===== config.mk =====
export PLATFORM = sky130hd
export DESIGN_NAME = clock_timer
export DESIGN_NICKNAME = d
export VERILOG_FILES = /design/src/clock_timer.v /design/src/edge_sync.v /design/src/tap_counter.v
export VERILOG_INCLUDE_DIRS = /design/src
export SDC_FILE = /design/constraint.sdc
export NUM_CORES = 1
export LEC_CHECK = 0
export ABC_AREA = 1
export BUFFER_PORTS_ARGS = -buffer_cell sky130_fd_sc_hd__buf_2
export CAP_MARGIN = 25
export CELL_PAD_IN_SITES_DETAIL_PLACEMENT = 0
export CELL_PAD_IN_SITES_GLOBAL_PLACEMENT = 2
export CORE_MARGIN = 4
export CORE_UTILIZATION = 33
export CTS_CLUSTER_SIZE = 14
export DETAILED_ROUTE_END_ITERATION = 10
export PLACE_DENSITY_LB_ADDON = 0.1
export SYNTH_ARGS = -nofsm -noshare
export SYNTH_HDL_FRONTEND = slang
export SYNTH_SLANG_ARGS = --single-unit

===== constraint.sdc =====
create_clock -name CLOCK -period 3.8 [get_ports CLOCK]
set_input_delay 0.38 -clock CLOCK [delete_from_list [all_inputs] [get_ports CLOCK]]
set_output_delay 0.38 -clock CLOCK [all_outputs]
set_load 0.02 [all_outputs]

===== src/clock_timer_map.vh =====
// Register map, field positions, reset values and timing counts of the clock and timer block.
// Functional notes
// - System clock comes from RC oscillator when clock select is 0, crystal when 1.
// - Every system clock source change runs an oscillator warm-up before switching.
// - Reading clock select returns the source actually in use.
// - Crystal stop bit 5: 1 disables the crystal oscillator, 0 enables it.
// - Crystal drive load bit 4: 1 normal drive, 0 heavy-load drive.
// - Either or both oscillators may run; timers may use either source.
// - Event source bit 5: 0 counts system clock, 1 counts external events.
// - First prescaler is 8 bits and offers four divided taps to timers.
// - Reading prescaler control returns one's complement of first prescaler count.
// - Prescaler control write never loads count; upper bits reset, enable, select.
// - In event mode the first prescaler cascades with timer1 as 16-bit counter.
// - Second prescaler counts crystal clock; halts only on crystal stop or reset.
// - Base timer is 8-bit up counter; wrap from all ones sets its flag.
// - Mode bit 3 clear: stop without enable, else first prescaler /256,/32,/8,/2.
// - Mode bit 3 set: crystal clock /256,/64,/16,/4 regardless of enable.
// - Writing 0 to prescaler enable bit 6 stops the first prescaler clock.
`ifndef CLOCK_TIMER_MAP_VH
`define CLOCK_TIMER_MAP_VH
`define IDX_BASE_TIMER_MODE 12'h021
`define IDX_PRESCALER_CONTROL 12'h023
`define IDX_TIMER1_MODE 12'h026
`define IDX_TIMER1_COUNT 12'h027
`define IDX_SYSTEM_CONTROL 12'h030
`define IDX_INTERRUPT_REQUEST 12'h03C
`define IDX_INTERRUPT_ENABLE 12'h03E
`define IDX_EVENT_STATUS 12'h040
`define IDX_EVENT_ENABLE 12'h041
`define IDX_EVENT_CLEAR 12'h042
`define RESET_BYTE 8'h00
`define SC_CLOCK_SELECT 7
`define SC_RC_STOP 6
`define SC_CRYSTAL_STOP 5
`define SC_CRYSTAL_DRIVE_LOAD 4
`define SC_WARMUP_SKIP 3
`define SC_WAIT_MODE 2
`define PCTL_RESET 7
`define PCTL_ENABLE 6
`define PCTL_SOURCE 5
`define BASE_MODE_CRYSTAL 3
`define TIMER1_MODE_CRYSTAL 3
`define TIMER1_MODE_RELOAD 4
`define IRQ_BASE_TIMER 5
`define IRQ_TIMER1 3
`define EVT_BASE_TIMER 0
`define EVT_TIMER1 1
`define EVT_CLOCK_SWITCH 2
`define WARMUP_SHORT_CYCLES 9'd16
`define WARMUP_LONG_CYCLES 9'd256
`endif


===== src/clock_timer.v =====
// Clock selection, prescalers, base timer, timer1 and their APB registers.
`include "clock_timer_map.vh"
module clock_timer (
   input wire CLOCK,
   input wire RESET,
   input wire PSEL,
   input wire PENABLE,
   input wire PWRITE,
   input wire [13:0] PADDR,
   input wire [31:0] PWDATA,
   output reg [31:0] PRDATA,
   output reg PREADY,
   output reg PSLVERR,
   input wire RC_TICK,
   input wire CRYSTAL_TICK,
   input wire EXTERNAL_EVENT_INPUT,
   output reg SYSTEM_CLOCK_SELECT,
   output reg RC_ENABLE,
   output reg CRYSTAL_ENABLE,
   output reg CRYSTAL_NORMAL_DRIVE,
   output reg WAIT1_MODE,
   output reg SWITCH_BUSY,
   output reg BASE_TIMER_IRQ_FLAG,
   output reg TIMER1_IRQ_FLAG,
   output reg IRQ
);
   // The oscillators are modelled as tick inputs, one pulse per cycle.
   wire rc_rise;
   wire crystal_rise;
   wire event_rise;
   edge_sync u_rc_sync (.clk(CLOCK), .rst(RESET), .din(RC_TICK),
      .rise(rc_rise));
   edge_sync u_xtal_sync (.clk(CLOCK), .rst(RESET), .din(CRYSTAL_TICK),
      .rise(crystal_rise));
   edge_sync u_evt_sync (.clk(CLOCK), .rst(RESET),
      .din(EXTERNAL_EVENT_INPUT), .rise(event_rise));

   reg [7:0] system_control;
   reg [3:0] base_timer_mode;
   reg prescaler_enable;
   reg event_source_select;
   reg [4:0] timer1_mode;
   reg [7:0] timer1_count;
   reg [7:0] base_timer_count;
   reg [7:0] interrupt_enable;
   reg [2:0] event_status;
   reg [2:0] event_enable;
   reg clock_select;
   reg [8:0] warmup_count;

   // A write lands at the edge where the master sees PREADY high, so a
   // transfer that is abandoned before its answer changes nothing.
   wire apb_write = PSEL & PENABLE & PWRITE & PREADY;
   wire apb_read = PSEL & PENABLE & ~PWRITE & ~PREADY;
   wire [11:0] index = PADDR[13:2];
   wire wr_prescaler = apb_write & (index == `IDX_PRESCALER_CONTROL);
   wire wr_timer1_count = apb_write & (index == `IDX_TIMER1_COUNT);
   wire wr_irq = apb_write & (index == `IDX_INTERRUPT_REQUEST);
   wire wr_clr = apb_write & (index == `IDX_EVENT_CLEAR);
   wire crystal_run = ~system_control[`SC_CRYSTAL_STOP];
   wire rc_run = ~system_control[`SC_RC_STOP];

   // System clock source, selected by clock_select after warm-up.
   wire selected_tick = clock_select ? crystal_rise & crystal_run
      : rc_rise & rc_run;
   wire target_tick = system_control[`SC_CLOCK_SELECT] ?
      crystal_rise & crystal_run : rc_rise & rc_run;
   wire switch_pending = system_control[`SC_CLOCK_SELECT] != clock_select;
   wire [8:0] warmup_len = system_control[`SC_WARMUP_SKIP] ?
      `WARMUP_SHORT_CYCLES : `WARMUP_LONG_CYCLES;
   wire switch_done = switch_pending & target_tick &
      (warmup_count == warmup_len - 9'd1);

   // The new source is counted in its own cycles, so a stopped target
   // oscillator holds the switch off rather than selecting a dead clock.
   always @(posedge CLOCK or posedge RESET) begin
      if (RESET) begin
         clock_select <= 1'b0;
         warmup_count <= 9'd0;
      end else if (!switch_pending) begin
         warmup_count <= 9'd0;
      end else if (switch_done) begin
         clock_select <= system_control[`SC_CLOCK_SELECT];
         warmup_count <= 9'd0;
      end else if (target_tick) begin
         warmup_count <= warmup_count + 9'd1;
      end
   end

   // First prescaler input: system clock or external events.
   wire prescaler_input_clock = event_source_select ? event_rise
      : selected_tick;
   wire main_step = prescaler_input_clock & prescaler_enable;
   wire [7:0] main_count;
   wire [7:0] main_carry;
   tap_counter u_main_prescaler (.clk(CLOCK), .rst(RESET),
      .clear(wr_prescaler & PWDATA[`PCTL_RESET]), .step(main_step),
      .count(main_count), .carry(main_carry));
   wire [7:0] crystal_count;
   wire [7:0] crystal_carry;
   tap_counter u_crystal_prescaler (.clk(CLOCK), .rst(RESET),
      .clear(1'b0), .step(crystal_rise & crystal_run),
      .count(crystal_count), .carry(crystal_carry));

   // Tap i divides by 2^(i+1): bit 7 is /256.
   reg base_tick;
   always @* begin
      if (base_timer_mode[`BASE_MODE_CRYSTAL]) begin
         case (base_timer_mode[1:0])
            2'b00: base_tick = crystal_carry[7];
            2'b01: base_tick = crystal_carry[5];
            2'b10: base_tick = crystal_carry[3];
            default: base_tick = crystal_carry[1];
         endcase
      end else begin
         case (base_timer_mode[1:0])
            2'b00: base_tick = main_carry[7];
            2'b01: base_tick = main_carry[4];
            2'b10: base_tick = main_carry[2];
            default: base_tick = main_carry[0];
         endcase
      end
   end

   reg timer1_tick;
   always @* begin
      if (timer1_mode[`TIMER1_MODE_CRYSTAL]) begin
         case (timer1_mode[1:0])
            2'b00: timer1_tick = crystal_carry[7];
            2'b01: timer1_tick = crystal_carry[6];
            2'b10: timer1_tick = crystal_carry[5];
            default: timer1_tick = crystal_carry[4];
         endcase
      end else begin
         case (timer1_mode[1:0])
            2'b00: timer1_tick = main_carry[7];
            2'b01: timer1_tick = main_carry[4];
            2'b10: timer1_tick = main_carry[2];
            default: timer1_tick = main_carry[0];
         endcase
      end
   end

   // In event mode with /256 the rise of prescaler bit 7 (7F to 80) clocks timer1, giving
   // a 16-bit event count of timer1_count and the prescaler.
   wire base_wrap = base_tick & (base_timer_count == 8'hFF);
   wire t1_wrap = timer1_tick & (timer1_count == 8'hFF);

   always @(posedge CLOCK or posedge RESET) begin
      if (RESET) begin
         base_timer_count <= 8'h00;
         timer1_count <= 8'h00;
      end else begin
         if (base_tick) begin
            base_timer_count <= base_timer_count + 8'h01;
         end
         if (wr_timer1_count) begin
            timer1_count <= PWDATA[7:0];
         end else if (timer1_tick) begin
            timer1_count <= timer1_count + 8'h01;
         end
      end
   end

   // Register writes and sticky flags; a set in the clear cycle wins.
   always @(posedge CLOCK or posedge RESET) begin
      if (RESET) begin
         system_control <= `RESET_BYTE;
         base_timer_mode <= 4'h0;
         prescaler_enable <= 1'b0;
         event_source_select <= 1'b0;
         timer1_mode <= 5'h00;
         interrupt_enable <= `RESET_BYTE;
         event_status <= 3'h0;
         event_enable <= 3'h0;
         BASE_TIMER_IRQ_FLAG <= 1'b0;
         TIMER1_IRQ_FLAG <= 1'b0;
      end else begin
         if (apb_write) begin
            case (index)
               `IDX_SYSTEM_CONTROL:
                  system_control <= {PWDATA[7:2], 2'b00};
               `IDX_BASE_TIMER_MODE: base_timer_mode <= PWDATA[3:0];
               `IDX_PRESCALER_CONTROL: begin
                  prescaler_enable <= PWDATA[`PCTL_ENABLE];
                  event_source_select <= PWDATA[`PCTL_SOURCE];
               end
               `IDX_TIMER1_MODE: timer1_mode <= PWDATA[4:0];
               `IDX_INTERRUPT_ENABLE: interrupt_enable <= PWDATA[7:0];
               `IDX_EVENT_ENABLE: event_enable <= PWDATA[2:0];
               default: ;
            endcase
         end
         if (base_wrap) begin
            BASE_TIMER_IRQ_FLAG <= 1'b1;
         end else if (wr_irq) begin
            BASE_TIMER_IRQ_FLAG <= PWDATA[`IRQ_BASE_TIMER];
         end
         if (t1_wrap) begin
            TIMER1_IRQ_FLAG <= 1'b1;
         end else if (wr_irq) begin
            TIMER1_IRQ_FLAG <= PWDATA[`IRQ_TIMER1];
         end
         event_status <= (event_status & ~({3{wr_clr}} & PWDATA[2:0]))
            | {switch_done, t1_wrap, base_wrap};
      end
   end

   // Outputs straight from flip-flops.
   always @(posedge CLOCK or posedge RESET) begin
      if (RESET) begin
         SYSTEM_CLOCK_SELECT <= 1'b0;
         RC_ENABLE <= 1'b0;
         CRYSTAL_ENABLE <= 1'b0;
         CRYSTAL_NORMAL_DRIVE <= 1'b0;
         WAIT1_MODE <= 1'b0;
         SWITCH_BUSY <= 1'b0;
         IRQ <= 1'b0;
      end else begin
         SYSTEM_CLOCK_SELECT <= clock_select;
         RC_ENABLE <= rc_run;
         CRYSTAL_ENABLE <= crystal_run;
         CRYSTAL_NORMAL_DRIVE <=
            system_control[`SC_CRYSTAL_DRIVE_LOAD];
         WAIT1_MODE <= system_control[`SC_WAIT_MODE];
         SWITCH_BUSY <= switch_pending;
         IRQ <= |(event_status & event_enable);
      end
   end

   // APB slave: one wait state; unmapped and write-only reads give zero.
   reg [7:0] read_byte;
   reg mapped;
   always @* begin
      read_byte = 8'h00;
      mapped = 1'b1;
      case (index)
         `IDX_BASE_TIMER_MODE: read_byte = 8'h00;
         `IDX_PRESCALER_CONTROL: read_byte = ~main_count;
         `IDX_TIMER1_MODE: read_byte = {3'b000, timer1_mode};
         `IDX_TIMER1_COUNT: read_byte = timer1_count;
         `IDX_SYSTEM_CONTROL:
            read_byte = {clock_select, system_control[6:0]};
         `IDX_INTERRUPT_REQUEST: read_byte = {2'b00, BASE_TIMER_IRQ_FLAG,
            1'b0, TIMER1_IRQ_FLAG, 3'b000};
         `IDX_INTERRUPT_ENABLE: read_byte = interrupt_enable;
         `IDX_EVENT_STATUS: read_byte = {5'b00000, event_status};
         `IDX_EVENT_ENABLE: read_byte = {5'b00000, event_enable};
         `IDX_EVENT_CLEAR: read_byte = 8'h00;
         default: mapped = 1'b0;
      endcase
   end

   always @(posedge CLOCK or posedge RESET) begin
      if (RESET) begin
         PREADY <= 1'b0;
         PSLVERR <= 1'b0;
         PRDATA <= 32'h00000000;
      end else begin
         PREADY <= PSEL & PENABLE & ~PREADY;
         PSLVERR <= PSEL & PENABLE & ~PREADY & ~mapped;
         if (apb_read) begin
            PRDATA <= {24'h000000, read_byte};
         end
      end
   end
endmodule // clock_timer


===== src/edge_sync.v =====
// Two-stage synchroniser with a one-cycle rising-edge pulse.
module edge_sync (
   input wire clk,
   input wire rst,
   input wire din,
   output reg rise
);
   reg stage1;
   reg stage2;
   reg stage3;
   always @(posedge clk or posedge rst) begin
      if (rst) begin
         stage1 <= 1'b0;
         stage2 <= 1'b0;
         stage3 <= 1'b0;
         rise <= 1'b0;
      end else begin
         stage1 <= din;
         stage2 <= stage1;
         stage3 <= stage2;
         rise <= stage2 & ~stage3;
      end
   end
endmodule // edge_sync


===== src/tap_counter.v =====
// Eight-bit counter with clear and enable, also reporting which bits rise.
module tap_counter (
   input wire clk,
   input wire rst,
   input wire clear,
   input wire step,
   output reg [7:0] count,
   output wire [7:0] carry
);
   // Bit i rises on this step when it is zero and all lower bits are ones.
   genvar i;
   generate
      for (i = 0; i < 8; i = i + 1) begin : g_carry
         if (i == 0) begin : g_lsb
            assign carry[i] = step & ~count[0];
         end else begin : g_upper
            assign carry[i] = step & (&count[i-1:0]) & ~count[i];
         end
      end
   endgenerate
   always @(posedge clk or posedge rst) begin
      if (rst) begin
         count <= 8'h00;
      end else if (clear) begin
         count <= 8'h00;
      end else if (step) begin
         count <= count + 8'h01;
      end
   end
endmodule // tap_counter


==> metrics.md <==
| Metric | Value |
|---|---|
| Skew-Pair Late Insertion Delay | `0.35 ns` |
| Routed metal-1 wire length | `6.71 mm` |
| Adder-cell share of the synthesized area | `under 10%` |
| Seq/Total Area, Yosys | `48.7%` |
| Synth-to-Final Area Change | `12.9%` |
| CTS sink cnt | `slightly above 100` |
| Post-synthesis cell count | `649` |
| Max incr delay on CP | `between 0.4 and 0.5 ns` |
| RSZ-0062 raised after global routing | `no` |
| TritonCTS clock tree | `built` |
| Post-synthesis compound-gate area fraction | `10.3%` |
| Placed cell count | `908` |
| Count of final max-slew check failures | `0` |
| Grt ovf | `0` |
| H-Tree Depth | `3` |
| ANT cells | `0` |
| Starting density of the core | `33.4%` |
| Routed wire per std cell | `14.8 um` |
| # IOs | `just under 100` |
| Setup Crit Path Kind | `reg2reg` |
| Die W | `135 um` |
| Hold depth | `1` |
| Final Critical Period | `2.25 ns` |
| First-pass GRT wire length | `21.8 mm` |
| Lkg Pwr | `2.95 nW` |
| Finished Layout Cells | `924` |
| FF-to-FF path depth | `10` |
| Setup slack, reg-to-reg | `1.55 ns` |
| Clock buffer count from CTS | `9` |
| Slowest CP cell | `o31ai_4` |
| Clock root buffer | `clkbuf_16` |
| Largest net degree at the start of global routing | `59` |
| Post-Place Setup Slack | `1.54 ns` |
| Total number of vias | `4367` |
| Vias per inst | `4.73` |
| Critical Path Fanout Max | `9` |
| GPL Wtd Cong | `between 0.8 and 0.9` |
| Total Power | `2.30 mW` |
| Die H | `between 100 and 150 um` |
| Final setup fails | `0` |
| Cells resized by post-CTS repair | `0` |
| Hold_buf cts | `0` |
| Antenna violations before repair | `0` |
| Fill cell count | `approximately 1700` |
| Die area | `18100 um2` |
| Layout cells sized above 1 | `11.7%` |
| PwrDens | `384 nW/um2` |
| Clock Tree Buf Depth | `2` |
| Largest family of logic cells by synthesized area | `simple AND/OR/NAND/NOR gates` |
| Crit path launch type | `register` |
| Arr. time, crit path | `around 2.5 ns` |
| Simple-Gate Fraction of Synth Area | `26.0%` |
| Nets | `around 760` |
| Reg clk slew, reported paths | `around 0.080 ns` |
| Setup tns final | `0 ns` |
| Total track usage | `between 10% and 20%` |
| Worst VDD drop | `a little under 0.0002 V` |
| Worst-margin pin slew | `0.754 ns` |
| Post-route setup slack | `roughly 1.6 ns` |
| Cell variety after synth | `36` |
| Post-synthesis mux area share | `less than 1%` |
| DRT Pass-1 Iters | `7` |
| Syn Area/Cell | `roughly 8.2 um2` |
| #FFs+latches synth | `103` |
| Met3 routed WL | `just under 500 um` |
| Antenna Nets Post-Route | `0` |
| YS warnings | `0` |
| DR top layer | `met4` |
| Fin crit share | `between 50 and 60%` |
| CP bufs+invs | `1` |
| Outcome | `complete, no violations` |
| Crit path depth | `10` |
| Final wirelength | `13.7 mm` |
| Post-DP HPWL | `~10 mm` |
| DRC Markers | `0` |
| Crit path capture type | `register` |
| Slew headroom | `between 40% and 50%` |
| Max-cap viol count | `0` |
| Row count | `46` |
| Starting DRT DRC Count | `220` |
| Synth Area in XOR/XNOR | `3.47%` |
| Core footprint | `15800 um2` |
| CP required | `about 4 ns` |
| Buffer count from post-CTS setup fixing | `0` |
| Vias in the first global route | `4124` |
| Mapped cell area | `5290 um2` |
| Worst hold path type | `in2reg` |
| Setup Skew | `0.0102 ns` |
| IO Port Bufs | `46` |
| Crit path max-delay family | `simple AND/OR/NAND/NOR gates` |
| F_max | `445 MHz` |
| Metal2 WL | `6.34 mm` |
| Final number of hold-violating endpoints | `0` |
| CP Cell Sequence | `ha_1, nand3_1, inv_1, ha_1, nand3_1, o22ai_1, o31ai_4, nand2_4, nand2_2, nand2_1` |
==> report_power, final <==
group / leakage, nW / total, mW / switching (mW) / internal (mW)
combinational: 1.49 / 0.204 / 0.140 / 0.0639
clock: 0.121 / 0.874 / 0.427 / 0.447
sequential: 1.34 / 1.22 / 0.0671 / 1.15
==> logic make-up after synthesis <==
| group | after synthesis |
|---|---|
| other cells | 1 |
| xor+xnor | 21 |
| mux | 1 |
| simple gates | 309 |
| compound gates | 97 |
| fa+ha+maj | 7 |
| buf+inv | 110 |
| flops | 103 |
==> path summary, 6_finish.rpt <==
check,startpoint,end
setup / recovery,u_crystal_prescaler.count[0],event_status[0]
hold / removal,EXTERNAL_EVENT_INPUT,u_evt_sync.stage1
min in group asynchronous,RESET,u_rc_sync.stage2
max in group asynchronous,RESET,u_crystal_prescaler.count[7]
setup reg to reg,u_crystal_prescaler.count[0],event_status[0]
hold reg to reg,u_evt_sync.stage1,u_evt_sync.stage2
==> synth_stat cells <==
cell | instances | area (um2)
o22ai_1 | 14 | 87.6
nor2_2 | 4 | 25.0
nand3b_1 | 1 | 7.51
clkbuf_1 | 1 | 3.75
nand2_2 | 3 | 18.8
o21ai_4 | 1 | 16.3
o31ai_4 | 1 | 21.3
xnor2_1 | 5 | 43.8
o21ai_0 | 63 | 315
nand3_1 | 44 | 220
inv_1 | 76 | 285
nor4_1 | 4 | 25.0
nor3_1 | 11 | 55.1
dfrtp_1 | 103 | 2580
conb_1 | 1 | 3.75
or2_0 | 1 | 6.26
nand2_1 | 167 | 627
a22oi_1 | 2 | 15.0
buf_2 | 4 | 20.0
ha_1 | 7 | 87.6
mux2i_1 | 1 | 10.0
nor3_2 | 1 | 10.0
inv_2 | 4 | 15.0
nand3_4 | 1 | 17.5
a31oi_1 | 2 | 12.5
o221ai_1 | 2 | 17.5
buf_4 | 24 | 180
nand2_4 | 2 | 22.5
and3b_1 | 1 | 8.76
nand3_2 | 1 | 10.0
nor2_1 | 41 | 154
nand4_1 | 26 | 163
clkinv_1 | 1 | 3.75
nor3b_1 | 1 | 7.51
xor2_1 | 16 | 140
a21oi_1 | 12 | 60.1
==> routing by layer <==
layer | up-vias | track usage (%)
met1 | 2078 | 22.3
li1 | 2196 | -
met5 | - | 0
met4 | 0 | 4.41
met3 | 11 | 2.24
met2 | 82 | 24.1
==> placed cells by master, fill, tap and decap left out, types with 2 or more instances in the layout <==
cell        instances
ha_1                7
a22oi_1             2
clkinv_4            2
conb_1             24
nand2_1           167
nor3_1             11
clkbuf_16           9
inv_1              75
clkinvlp_4          4
xor2_1             16
a21oi_1            12
dfrtp_1           103
xnor2_1             5
buf_4               3
nand3_1            44
buf_2              46
nor4_1              4
inv_2               4
nand2_2             3
o221ai_1            2
nor2_1             41
nand2_4             2
o22ai_1            14
nand4_1            26
o21ai_0            63
a31oi_1             2
nor2_2              4
==> state kept, by name, summed over array words and instances (netlist names), 5 cells and up <==
signal,count
base_timer_count,8
timer1_count,8
u_crystal_prescaler.count,8
warmup_count,9
interrupt_enable,8
timer1_mode,5
PRDATA,8
u_main_prescaler.count,8
system_control,6
==> area by class of cell <==
class	count	area (um2)	share of cell area (%)
clock buffer	10	229	3.83
clock inverter	6	47.5	0.795
inverter	81	307	5.13
multi-input combinational	459	2290	38.4
sequential	103	2580	43.1
tap	216	270	4.52
timing repair buffer	49	253	4.23
==> metrics by stage <==
step           utilization, %  hold WS [ns]  instance area (um2)
6_report                 37.8         0.140                 5980
5_1_grt                  37.8         0.123                 5980
4_1_cts                  37.8         0.125                 5980
3_5_place_dp             36.0         0.337                 5700
3_3_place_gp             36.0         0.335                 5700
2_1_floorplan               -         0.331                 5380
No activity file was read; power rests on OpenSTA's default activity.
